**src/analog_cmp_regs.svh**
```systemverilog
// Register offsets, field positions and reset values of the comparator control block
`ifndef ANALOG_CMP_REGS_SVH
`define ANALOG_CMP_REGS_SVH

// ==========================================
// Register byte offsets
`define OFS_MASKED_IRQ_STATUS 12'h000
`define OFS_RAW_IRQ_STATUS 12'h004
`define OFS_IRQ_ENABLE_MASK 12'h008
`define OFS_REFERENCE_LADDER_CONTROL 12'h010
`define OFS_CMP_ZERO_STATUS 12'h020
`define OFS_CMP_ZERO_CONTROL 12'h024
`define OFS_CMP_ONE_STATUS 12'h040
`define OFS_CMP_ONE_CONTROL 12'h044

// ==========================================
// Reference ladder control fields
`define LADDER_ENABLE_BIT 9
`define LADDER_RANGE_BIT 8
`define LADDER_TAP_MSB 3
`define LADDER_TAP_LSB 0
`define LADDER_TOTAL_LOW_RANGE 5'h1F
`define LADDER_OFFSET_LOW_RANGE 5'h08
`define LADDER_TOTAL_HIGH_RANGE 5'h17

// ==========================================
// Channel control fields
`define CTL_INVERT_BIT 1
`define CTL_IRQ_SENSE_MSB 3
`define CTL_IRQ_SENSE_LSB 2
`define CTL_IRQ_LEVEL_BIT 4
`define CTL_TRIG_SENSE_MSB 6
`define CTL_TRIG_SENSE_LSB 5
`define CTL_TRIG_LEVEL_BIT 7
`define CTL_SOURCE_MSB 10
`define CTL_SOURCE_LSB 9
`define CTL_TRIG_ENABLE_BIT 11
`define CTL_WRITE_MASK 32'h0000_0FFE

// ==========================================
// Channel status fields
`define STAT_RESULT_VALUE_BIT 1

// ==========================================
// Reset values
`define RESET_VALUE 32'h0000_0000

`endif

```
**src/analog_cmp_pkg.sv**
```systemverilog
// Types shared by the comparator control block
package analog_cmp_pkg;

   // Positive input source codes
   typedef enum logic [1:0] {
      SRC_OWN_PIN = 2'h0,
      SRC_ZERO_PIN = 2'h1,
      SRC_REFERENCE = 2'h2,
      SRC_RESERVED = 2'h3
   } source_sel_t;

   // Edge sense codes for interrupt and trigger
   typedef enum logic [1:0] {
      SENSE_LEVEL = 2'h0,
      SENSE_FALLING = 2'h1,
      SENSE_RISING = 2'h2,
      SENSE_BOTH = 2'h3
   } sense_t;

   // Analog mux steering for one comparator
   typedef enum logic [1:0] {
      MUX_OWN_PIN,
      MUX_ZERO_PIN,
      MUX_REFERENCE,
      MUX_OPEN
   } mux_sel_t;

   // Resistor ladder steering
   typedef struct packed {
      logic enable;
      logic range;
      logic [3:0] tap;
   } ladder_ctl_t;

   // Software register bus request
   typedef struct packed {
      logic [11:0] addr;
      logic [31:0] wdata;
      logic wr;
      logic rd;
   } reg_req_t;

endpackage

```
**src/analog_cmp_ctrl.sv**
```systemverilog
// Control, edge detection and register file around two analog comparators
`timescale 1ns/1ps
`default_nettype none
`include "analog_cmp_regs.svh"

// Operation
// - result one when negative below positive; invert bit flips it
// - two independent channels, own control state
// - interrupt and trigger edges chosen separately
// - result drives pin, interrupt, ADC trigger
// - negative fixed; positive selectable among three
// - channel zero: 00,01 pin, 10 reference
// - channel one: 00 own, 01 zero, 10 reference
// - output pins are GPIO until alternate chosen
// - ladder disabled gives ground for any tap
// - low range: tap plus eight over 31
// - high range: tap over 23, no offset
// - status bit shows live comparator result
module analog_cmp_ctrl
   import analog_cmp_pkg::*;
#(
   parameter int CHANNELS = 2
) (
   input wire logic sys_clk,
   input wire logic rst,
   input wire reg_req_t reg_req,
   output logic [31:0] rd_data,
   input wire logic [CHANNELS-1:0] compare_result,
   output mux_sel_t [CHANNELS-1:0] positive_mux,
   output ladder_ctl_t ladder_ctl,
   output logic [4:0] ladder_numerator,
   output logic [4:0] ladder_denominator,
   input wire logic [CHANNELS-1:0] alternate_function_select,
   input wire logic [CHANNELS-1:0] gpio_out_data,
   output logic [CHANNELS-1:0] cmp_out_pin,
   output logic [CHANNELS-1:0] adc_trigger,
   output logic irq
);

   // ==========================================
   // Register state
   logic [31:0] ctl [CHANNELS];
   logic [31:0] next_ctl [CHANNELS];
   logic [CHANNELS-1:0] raw_irq_status;
   logic [CHANNELS-1:0] next_raw_irq_status;
   logic [CHANNELS-1:0] irq_enable_mask;
   logic [CHANNELS-1:0] next_irq_enable_mask;
   logic [9:0] reference_ladder_control;
   logic [9:0] next_reference_ladder_control;
   logic [31:0] next_rd_data;
   logic [CHANNELS-1:0] irq_event;
   logic [CHANNELS-1:0] result_value_bit;

   // ==========================================
   // Per-channel synchroniser, edge sense and pin routing
   genvar ch;
   generate
      for (ch = 0; ch < CHANNELS; ch++) begin : g_chan
         logic sync_a;
         logic sync_b;
         logic prev;
         logic [1:0] mute_cnt;
         logic [1:0] last_src;
         logic next_sync_a;
         logic next_sync_b;
         logic next_prev;
         logic [1:0] next_mute_cnt;
         logic [1:0] next_last_src;
         logic src_moved;
         logic value;
         logic rise;
         logic fall;
         logic quiet;
         logic irq_hit;
         logic trig_hit;
         logic next_trig;
         logic trig_q;
         source_sel_t src;
         sense_t irq_sense;
         sense_t trig_sense;

         assign src = source_sel_t'(ctl[ch][`CTL_SOURCE_MSB:`CTL_SOURCE_LSB]);
         assign irq_sense = sense_t'(ctl[ch][`CTL_IRQ_SENSE_MSB:`CTL_IRQ_SENSE_LSB]);
         assign trig_sense = sense_t'(ctl[ch][`CTL_TRIG_SENSE_MSB:`CTL_TRIG_SENSE_LSB]);

         always_comb begin
            // Raw input is high when negative input is below positive
            next_sync_a = compare_result[ch];
            next_sync_b = sync_a;
            // Edge logic sees only the second stage
            value = sync_b ^ ctl[ch][`CTL_INVERT_BIT];
            next_prev = value;
            next_last_src = src;
            src_moved = (src != source_sel_t'(last_src));
            // A source change can glitch the analog output, and the glitch
            // needs both sync stages and the edge register to pass through;
            // a single muted cycle would let it out as a false edge
            if (src_moved) begin
               next_mute_cnt = 2'h3;
            end else if (mute_cnt != 2'h0) begin
               next_mute_cnt = mute_cnt - 2'h1;
            end else begin
               next_mute_cnt = 2'h0;
            end
            rise = value & ~prev;
            fall = ~value & prev;
            quiet = (mute_cnt != 2'h0) | src_moved | (src == SRC_RESERVED);
            unique case (irq_sense)
               SENSE_LEVEL: irq_hit = (value == ctl[ch][`CTL_IRQ_LEVEL_BIT]);
               SENSE_FALLING: irq_hit = fall;
               SENSE_RISING: irq_hit = rise;
               SENSE_BOTH: irq_hit = rise | fall;
            endcase
            // Trigger has its own sense field, independent of the interrupt
            unique case (trig_sense)
               SENSE_LEVEL: trig_hit = (value == ctl[ch][`CTL_TRIG_LEVEL_BIT]);
               SENSE_FALLING: trig_hit = fall;
               SENSE_RISING: trig_hit = rise;
               SENSE_BOTH: trig_hit = rise | fall;
            endcase
            next_trig = trig_hit & ctl[ch][`CTL_TRIG_ENABLE_BIT] & ~quiet;
         end

         always_ff @(posedge sys_clk or posedge rst) begin
            if (rst) begin
               sync_a <= 1'b0;
               sync_b <= 1'b0;
               prev <= 1'b0;
               mute_cnt <= 2'h0;
               last_src <= 2'h0;
               trig_q <= 1'b0;
            end else begin
               sync_a <= next_sync_a;
               sync_b <= next_sync_b;
               prev <= next_prev;
               mute_cnt <= next_mute_cnt;
               last_src <= next_last_src;
               trig_q <= next_trig;
            end
         end

         assign irq_event[ch] = irq_hit & ~quiet;
         assign adc_trigger[ch] = trig_q;
         assign result_value_bit[ch] = value;

         // Negative input is always the channel's own pin; only positive is muxed
         always_comb begin
            unique case (src)
               SRC_OWN_PIN: positive_mux[ch] = (ch == 0) ? MUX_ZERO_PIN : MUX_OWN_PIN;
               SRC_ZERO_PIN: positive_mux[ch] = MUX_ZERO_PIN;
               SRC_REFERENCE: positive_mux[ch] = MUX_REFERENCE;
               SRC_RESERVED: positive_mux[ch] = MUX_OPEN;
            endcase
         end

         // Pin stays GPIO until the alternate function is chosen
         always_comb begin
            if (alternate_function_select[ch]) begin
               cmp_out_pin[ch] = value;
            end else begin
               cmp_out_pin[ch] = gpio_out_data[ch];
            end
         end
      end
   endgenerate

   // ==========================================
   // Resistor ladder
   always_comb begin
      ladder_ctl.enable = reference_ladder_control[`LADDER_ENABLE_BIT];
      ladder_ctl.range = reference_ladder_control[`LADDER_RANGE_BIT];
      ladder_ctl.tap = reference_ladder_control[`LADDER_TAP_MSB:`LADDER_TAP_LSB];
      if (!ladder_ctl.enable) begin
         // Ground whatever the tap holds
         ladder_numerator = 5'h00;
         ladder_denominator = `LADDER_TOTAL_HIGH_RANGE;
      end else if (!ladder_ctl.range) begin
         ladder_numerator = {1'b0, ladder_ctl.tap} + `LADDER_OFFSET_LOW_RANGE;
         ladder_denominator = `LADDER_TOTAL_LOW_RANGE;
      end else begin
         ladder_numerator = {1'b0, ladder_ctl.tap};
         ladder_denominator = `LADDER_TOTAL_HIGH_RANGE;
      end
   end

   // ==========================================
   // Sticky interrupt status
   always_comb begin
      next_raw_irq_status = raw_irq_status;
      // Clear by writing one at the masked status offset
      if (reg_req.wr && reg_req.addr == `OFS_MASKED_IRQ_STATUS) begin
         next_raw_irq_status = raw_irq_status & ~reg_req.wdata[CHANNELS-1:0];
      end
      // Set wins over clear, so an event in the clear cycle is not lost
      next_raw_irq_status = next_raw_irq_status | irq_event;
   end

   always_ff @(posedge sys_clk or posedge rst) begin
      if (rst) begin
         raw_irq_status <= '0;
      end else begin
         raw_irq_status <= next_raw_irq_status;
      end
   end

   // ==========================================
   // Interrupt mask and ladder control
   always_comb begin
      next_irq_enable_mask = irq_enable_mask;
      next_reference_ladder_control = reference_ladder_control;
      if (reg_req.wr && reg_req.addr == `OFS_IRQ_ENABLE_MASK) begin
         next_irq_enable_mask = reg_req.wdata[CHANNELS-1:0];
      end
      // Reserved ladder bits are dropped and read back as zero
      if (reg_req.wr && reg_req.addr == `OFS_REFERENCE_LADDER_CONTROL) begin
         next_reference_ladder_control = reg_req.wdata[9:0] & 10'h30F;
      end
   end

   always_ff @(posedge sys_clk or posedge rst) begin
      if (rst) begin
         irq_enable_mask <= '0;
         reference_ladder_control <= 10'h000;
      end else begin
         irq_enable_mask <= next_irq_enable_mask;
         reference_ladder_control <= next_reference_ladder_control;
      end
   end

   // ==========================================
   // Channel control words
   always_comb begin
      for (int i = 0; i < CHANNELS; i++) begin
         next_ctl[i] = ctl[i];
      end
      // Each channel has its own word; a write to one never touches the other
      if (reg_req.wr && reg_req.addr == `OFS_CMP_ZERO_CONTROL) begin
         next_ctl[0] = reg_req.wdata & `CTL_WRITE_MASK;
      end
      if (reg_req.wr && reg_req.addr == `OFS_CMP_ONE_CONTROL) begin
         next_ctl[1] = reg_req.wdata & `CTL_WRITE_MASK;
      end
   end

   always_ff @(posedge sys_clk or posedge rst) begin
      if (rst) begin
         for (int i = 0; i < CHANNELS; i++) begin
            ctl[i] <= `RESET_VALUE;
         end
      end else begin
         for (int i = 0; i < CHANNELS; i++) begin
            ctl[i] <= next_ctl[i];
         end
      end
   end

   // ==========================================
   // Read path
   // Read data stands one cycle only, then returns to zero
   always_comb begin
      next_rd_data = 32'h0000_0000;
      if (reg_req.rd) begin
         unique case (reg_req.addr)
            `OFS_MASKED_IRQ_STATUS: next_rd_data[CHANNELS-1:0] = raw_irq_status & irq_enable_mask;
            `OFS_RAW_IRQ_STATUS: next_rd_data[CHANNELS-1:0] = raw_irq_status;
            `OFS_IRQ_ENABLE_MASK: next_rd_data[CHANNELS-1:0] = irq_enable_mask;
            `OFS_REFERENCE_LADDER_CONTROL: next_rd_data[9:0] = reference_ladder_control;
            `OFS_CMP_ZERO_STATUS: next_rd_data[`STAT_RESULT_VALUE_BIT] = result_value_bit[0];
            `OFS_CMP_ZERO_CONTROL: next_rd_data = ctl[0];
            `OFS_CMP_ONE_STATUS: next_rd_data[`STAT_RESULT_VALUE_BIT] = result_value_bit[1];
            `OFS_CMP_ONE_CONTROL: next_rd_data = ctl[1];
            default: next_rd_data = 32'h0000_0000;
         endcase
      end
   end

   always_ff @(posedge sys_clk or posedge rst) begin
      if (rst) begin
         rd_data <= `RESET_VALUE;
      end else begin
         rd_data <= next_rd_data;
      end
   end

   // ==========================================
   // Interrupt output

   // Level interrupt while any enabled status bit is pending
   assign irq = |(raw_irq_status & irq_enable_mask);

endmodule
`default_nettype wire

```
**config.mk**
```make
export PLATFORM = sky130hd
export DESIGN_NAME = analog_cmp_ctrl
export DESIGN_NICKNAME = d
export VERILOG_FILES = /design/src/analog_cmp_pkg.sv /design/src/analog_cmp_ctrl.sv
export VERILOG_INCLUDE_DIRS = /design/src /design/src/src
export SDC_FILE = /design/constraint.sdc
export NUM_CORES = 1
export LEC_CHECK = 0
export BUFFER_PORTS_ARGS = -buffer_cell sky130_fd_sc_hd__buf_4
export CORE_ASPECT_RATIO = 0.8
export CORE_MARGIN = 2
export CORE_UTILIZATION = 50
export DETAILED_ROUTE_END_ITERATION = 12
export PLACE_DENSITY = 0.81
export SLEW_MARGIN = 20
export SYNTH_ARGS = -nofsm -noshare
export SYNTH_HDL_FRONTEND = slang
export SYNTH_SLANG_ARGS = --single-unit
```
**constraint.sdc**
```tcl
create_clock -name sys_clk -period 3.9 [get_ports sys_clk]
set_input_delay 0.585 -clock sys_clk [delete_from_list [all_inputs] [get_ports sys_clk]]
set_output_delay 0.585 -clock sys_clk [all_outputs]
set_load 0.005 [all_outputs]
```
==> run summary <==
The maximum fanout along the worst path was 8; the wire length on met1 was 2.87 mm. For this design the ratio of total power to cell area is 327 nW/um2. The total clock sinks is 60, and the count of nets left with antenna violations after detail routing is 0. Setup repair after global routing left no endpoint under its margin. Transition at the pin with the smallest max-transition slack: 1.01 ns. The kind of start point of the critical path is a register.

Timing analysis after detailed placement gives a worst setup slack of 1.20 ns. The layout net count was 381. The die covers 6830 um2. After detailed routing, the met3 layer carries 481 um of wire. The kind of cell adding the most delay to the critical path was XOR/XNOR gates. The run gives 0.894 as the global placement routability congestion. The wire length on met2 is 2.97 mm, and the depth of the CTS H-tree is 3. At the later pin of the worst-skew pair, clock insertion delay measures 0.34 ns. The run gives 0 as the count of hold buffers inserted by post-cts repair.

The run gives 6.39 mm as the overall routed net length. The cell count after synthesis came out at 260. The worst setup path is captured at an output port. Walking the worst path, the cells encountered are xnor2_1 > a21oi_1 > buf_4. The clock-pin slew on the worst setup and hold paths works out to 0.06 ns. After clock tree synthesis, the setup repair step added 0 buffers. Total of cells resized after clock tree synthesis: 0.

Count of yosys warnings during synthesis: 0. The worst path setup slack after routing came out at 1.56 ns. For the count of final hold-check violations, the log shows 0.

The flow ran to the end, and the final reports show no timing, DRC or antenna violations. The total of flip-flops plus latches after synthesis is 60. The worst setup path is of the reg2out kind. The number of iterations in the first detailed-routing pass is 5, and the via count of the first global-routing pass is 2093. After routing, the total negative slack on setup checks comes to 0 ns. Across the run, the number of max-cap violations was 0.

The run gives 0.486 as the sequential fraction of the synthesis area. The top layer used by detailed routing is met4. The tools report the maximum clock insertion buffer count as 2. The post-synthesis instance area is 3090 um2, and the final-layout fill cell count is 508.

The synthesized design contains 0 enable-type register cells. The first-pass GRT wire length is 10.5 mm. The unique cell type count in the Yosys netlist is 51, and the detailed router's first-iteration violation count is 146. After global routing the overflow that remains totals 0. The initial core utilization was 0.520. The path class of the tightest hold or removal check is in2reg. Input and output buffers added on the ports amount to 66. The part of the cycle the worst path needs is 0.601. Counting I/O delays and the setup requirement, the final critical path takes 2.34 ns. Yosys attributes the largest share of cell area to dfrtp_1, mux2_4, buf_4. The core region is 5940 um2.

TritonCTS built the clock tree. The average detailed-routed wire length per instance works out to 15.5 um. The share of flip-flops with an asynchronous set or reset after synthesis works out to 1.00. For the sequential cell area, the log shows 1500 um2. The logs give 1400 um2 for the area used by multi-input combinational logic and 0.00196 ns for the setup skew after layout. The run gives 111 as the I/O pin total. The tools report the endpoint required time on the critical path as 3.31 ns.

The tools report the cell at the root of the clock tree as clkbuf_8. The area share of the leading cell type in the synthesized netlist is 0.486, and the final core utilization is 0.623. The max-slew violation total from the final report was 0. For the aggregate global-route resource usage, the log shows 0.203. The number of antenna violations at the first check in global routing is 0, and the CTS buffer count is 9. The routed layout has 2157 vias. The cell type contributing the most total cell area after synthesis was dfrtp_1. Measured along the x axis, the die boundary spans 91.9 um. The stage delay of the slowest cell on the critical path was 0.68 ns. Using the TritonRoute via totals, the vias-per-cell ratio works out to 5.24.

The relative max-transition margin is 0.325, and the total DRC errors in the routed layout is 0. The analysis attributes to cell leakage a power of 1.91 nW. The tools report the number of diodes as 0. The layout cell share with drive strength beyond 1 is 0.381. The floorplan die height works out to 74.3 um.

For the worst setup path, the data arrival time is 1.76 ns. Setup violations remaining at the end of the flow were counted as 0. The pin count of the biggest net entering global routing came out at 45. Timing would allow up to 0.427 GHz. Once detailed placement completed, the half-perimeter wirelength came to 4.73 mm.

Among all stages on the critical path, the largest delay is contributed by xnor2_1. The sum of buffers and inverters on the critical path works out to 1. After synthesis, the mean cell area works out to 11.9 um2. The predominant post-synthesis flop cell was dfrtp_1. The synthesis-to-finish area growth came out at 19.7%. The count of standard-cell rows is 25.

Across the VDD grid, the largest voltage drop is 0.198 mV.
## layout by cell type (no fill, tap or decap), types with 2 or more instances in the layout
cell type  instances
nand2b_1           3
xor2_1             8
nand2_4            2
nor3_4             2
mux2_2            14
nor4_4             2
nand2_1            7
or3_1              2
xnor2_1            2
o21ai_0            2
buf_4             67
a211oi_1           2
conb_1            24
clkinv_2           4
clkbuf_8          10
a21oi_1            5
and3_1             7
a22o_1             3
a2bb2oi_1          4
mux2_4            16
a22oi_1           11
and2_1             5
nor2_1            25
or4bb_1            2
a221o_1            4
dfrtp_1           60
nand4_1            3
inv_1              5
nor2b_1            4
nand4b_1           2
## per-stage QoR
step / cells / hold slack (ns) / power, mW / cell area (um2)
5_1_grt: 412 / 0.323 / 1.27 / 3700
2_1_floorplan: 282 / 0.331 / 0.706 / 3170
4_1_cts: 412 / 0.332 / 1.22 / 3700
6_report: 412 / 0.343 / 1.21 / 3700
3_3_place_gp: 396 / 0.335 / 0.738 / 3530
3_5_place_dp: 396 / 0.342 / 0.740 / 3530
## cell usage after synthesis, types with 2 or more instances
library cell  count
a22oi_1          11
nand4b_1          2
buf_4            26
xor2_1            8
nand2_4           2
a211oi_1          2
nor2b_1           4
a2bb2oi_1         4
conb_1            2
nand2b_1          3
dfrtp_1          60
nor4_4            2
clkbuf_1          5
or4bb_1           2
buf_6             3
nand4_1           3
a21oi_1           5
a221o_1           4
nor3_4            2
nand2_1           7
mux2_4           16
nor2_1           25
inv_1             6
and3_1            7
xnor2_1           2
mux2_2           14
a22o_1            3
or3_1             2
o21ai_0           2
and2_1            5
## worst paths after layout
path / start / to / slack, ns / depth (start not counted)
min in group asynchronous: rst / g_chan[0].next_sync_b / 0.44 / 2
min reg2reg: g_chan[1].next_sync_b / g_chan[1].sync_b / 0.35 / 0
max in group asynchronous: rst / rd_data[10] / 2.70 / 3
max reg2reg: ctl[1] / raw_irq_status[1] / 1.99 / 4
min: compare_result[0] / g_chan[0].next_sync_b / 0.34 / 1
max: ctl[1] / cmp_out_pin[1] / 1.56 / 3
## sequential cells by signal (all words and copies together) (netlist names)
| signal | cells |
|---|---|
| irq_enable_mask | 2 |
| g_chan.last_src | 4 |
| rd_data | 12 |
| ctl | 22 |
| g_chan.trig_q | 2 |
| raw_irq_status | 2 |
| g_chan.mute_cnt | 4 |
| g_chan.prev | 2 |
| reference_ladder_control | 6 |
| g_chan.sync_b | 2 |
| g_chan.next_sync_b | 2 |
## worst register-to-register path, cell delays in order, from the launching register on
cell	delay, ns
dfrtp_1	0.41
xnor2_1	0.68
nor2_1	0.13
a221o_1	0.39
a22o_1	0.18
## area by class of cell
cell class / count / share of cell area
clock buffers: 11 / 0.0382
clock inverters: 5 / 0.00744
inverters: 6 / 0.00609
multi-input cells: 182 / 0.379
flip-flops and latches: 60 / 0.406
well taps: 81 / 0.0274
repair buffers: 67 / 0.136
## per-layer routing
| metal | GRT usage | up-vias |
|---|---|---|
| met4 | 0.0448 | 0 |
| li1 | - | 1011 |
| met3 | 0.0770 | 7 |
| met1 | 0.278 | 1063 |
| met2 | 0.315 | 76 |
| met5 | 0 | - |
## where the power goes
group	leakage (nW)	internal, mW	switching (mW)
Sequential	0.814	0.628	0.00398
Clock	0.0889	0.243	0.238
Combinational	1.01	0.0396	0.0571
Total	1.91	0.911	0.300
## cell families (layout without fill, tap and decap cells)
kind of cell / after synthesis / after routing / synth area share
adders and majority gates: 1 / 1 / 0.00405
muxes: 30 / 30 / 0.129
DFF: 60 / 60 / 0.486
buffers and inverters: 40 / 89 / 0.0874
and+or+nand+nor: 78 / 78 / 0.167
xor gates and xnor gates: 10 / 10 / 0.0283
other: 2 / 24 / 0.00243
AOI/OAI and AO/OA: 39 / 39 / 0.0967
No activity file was read; power rests on OpenSTA's default activity.
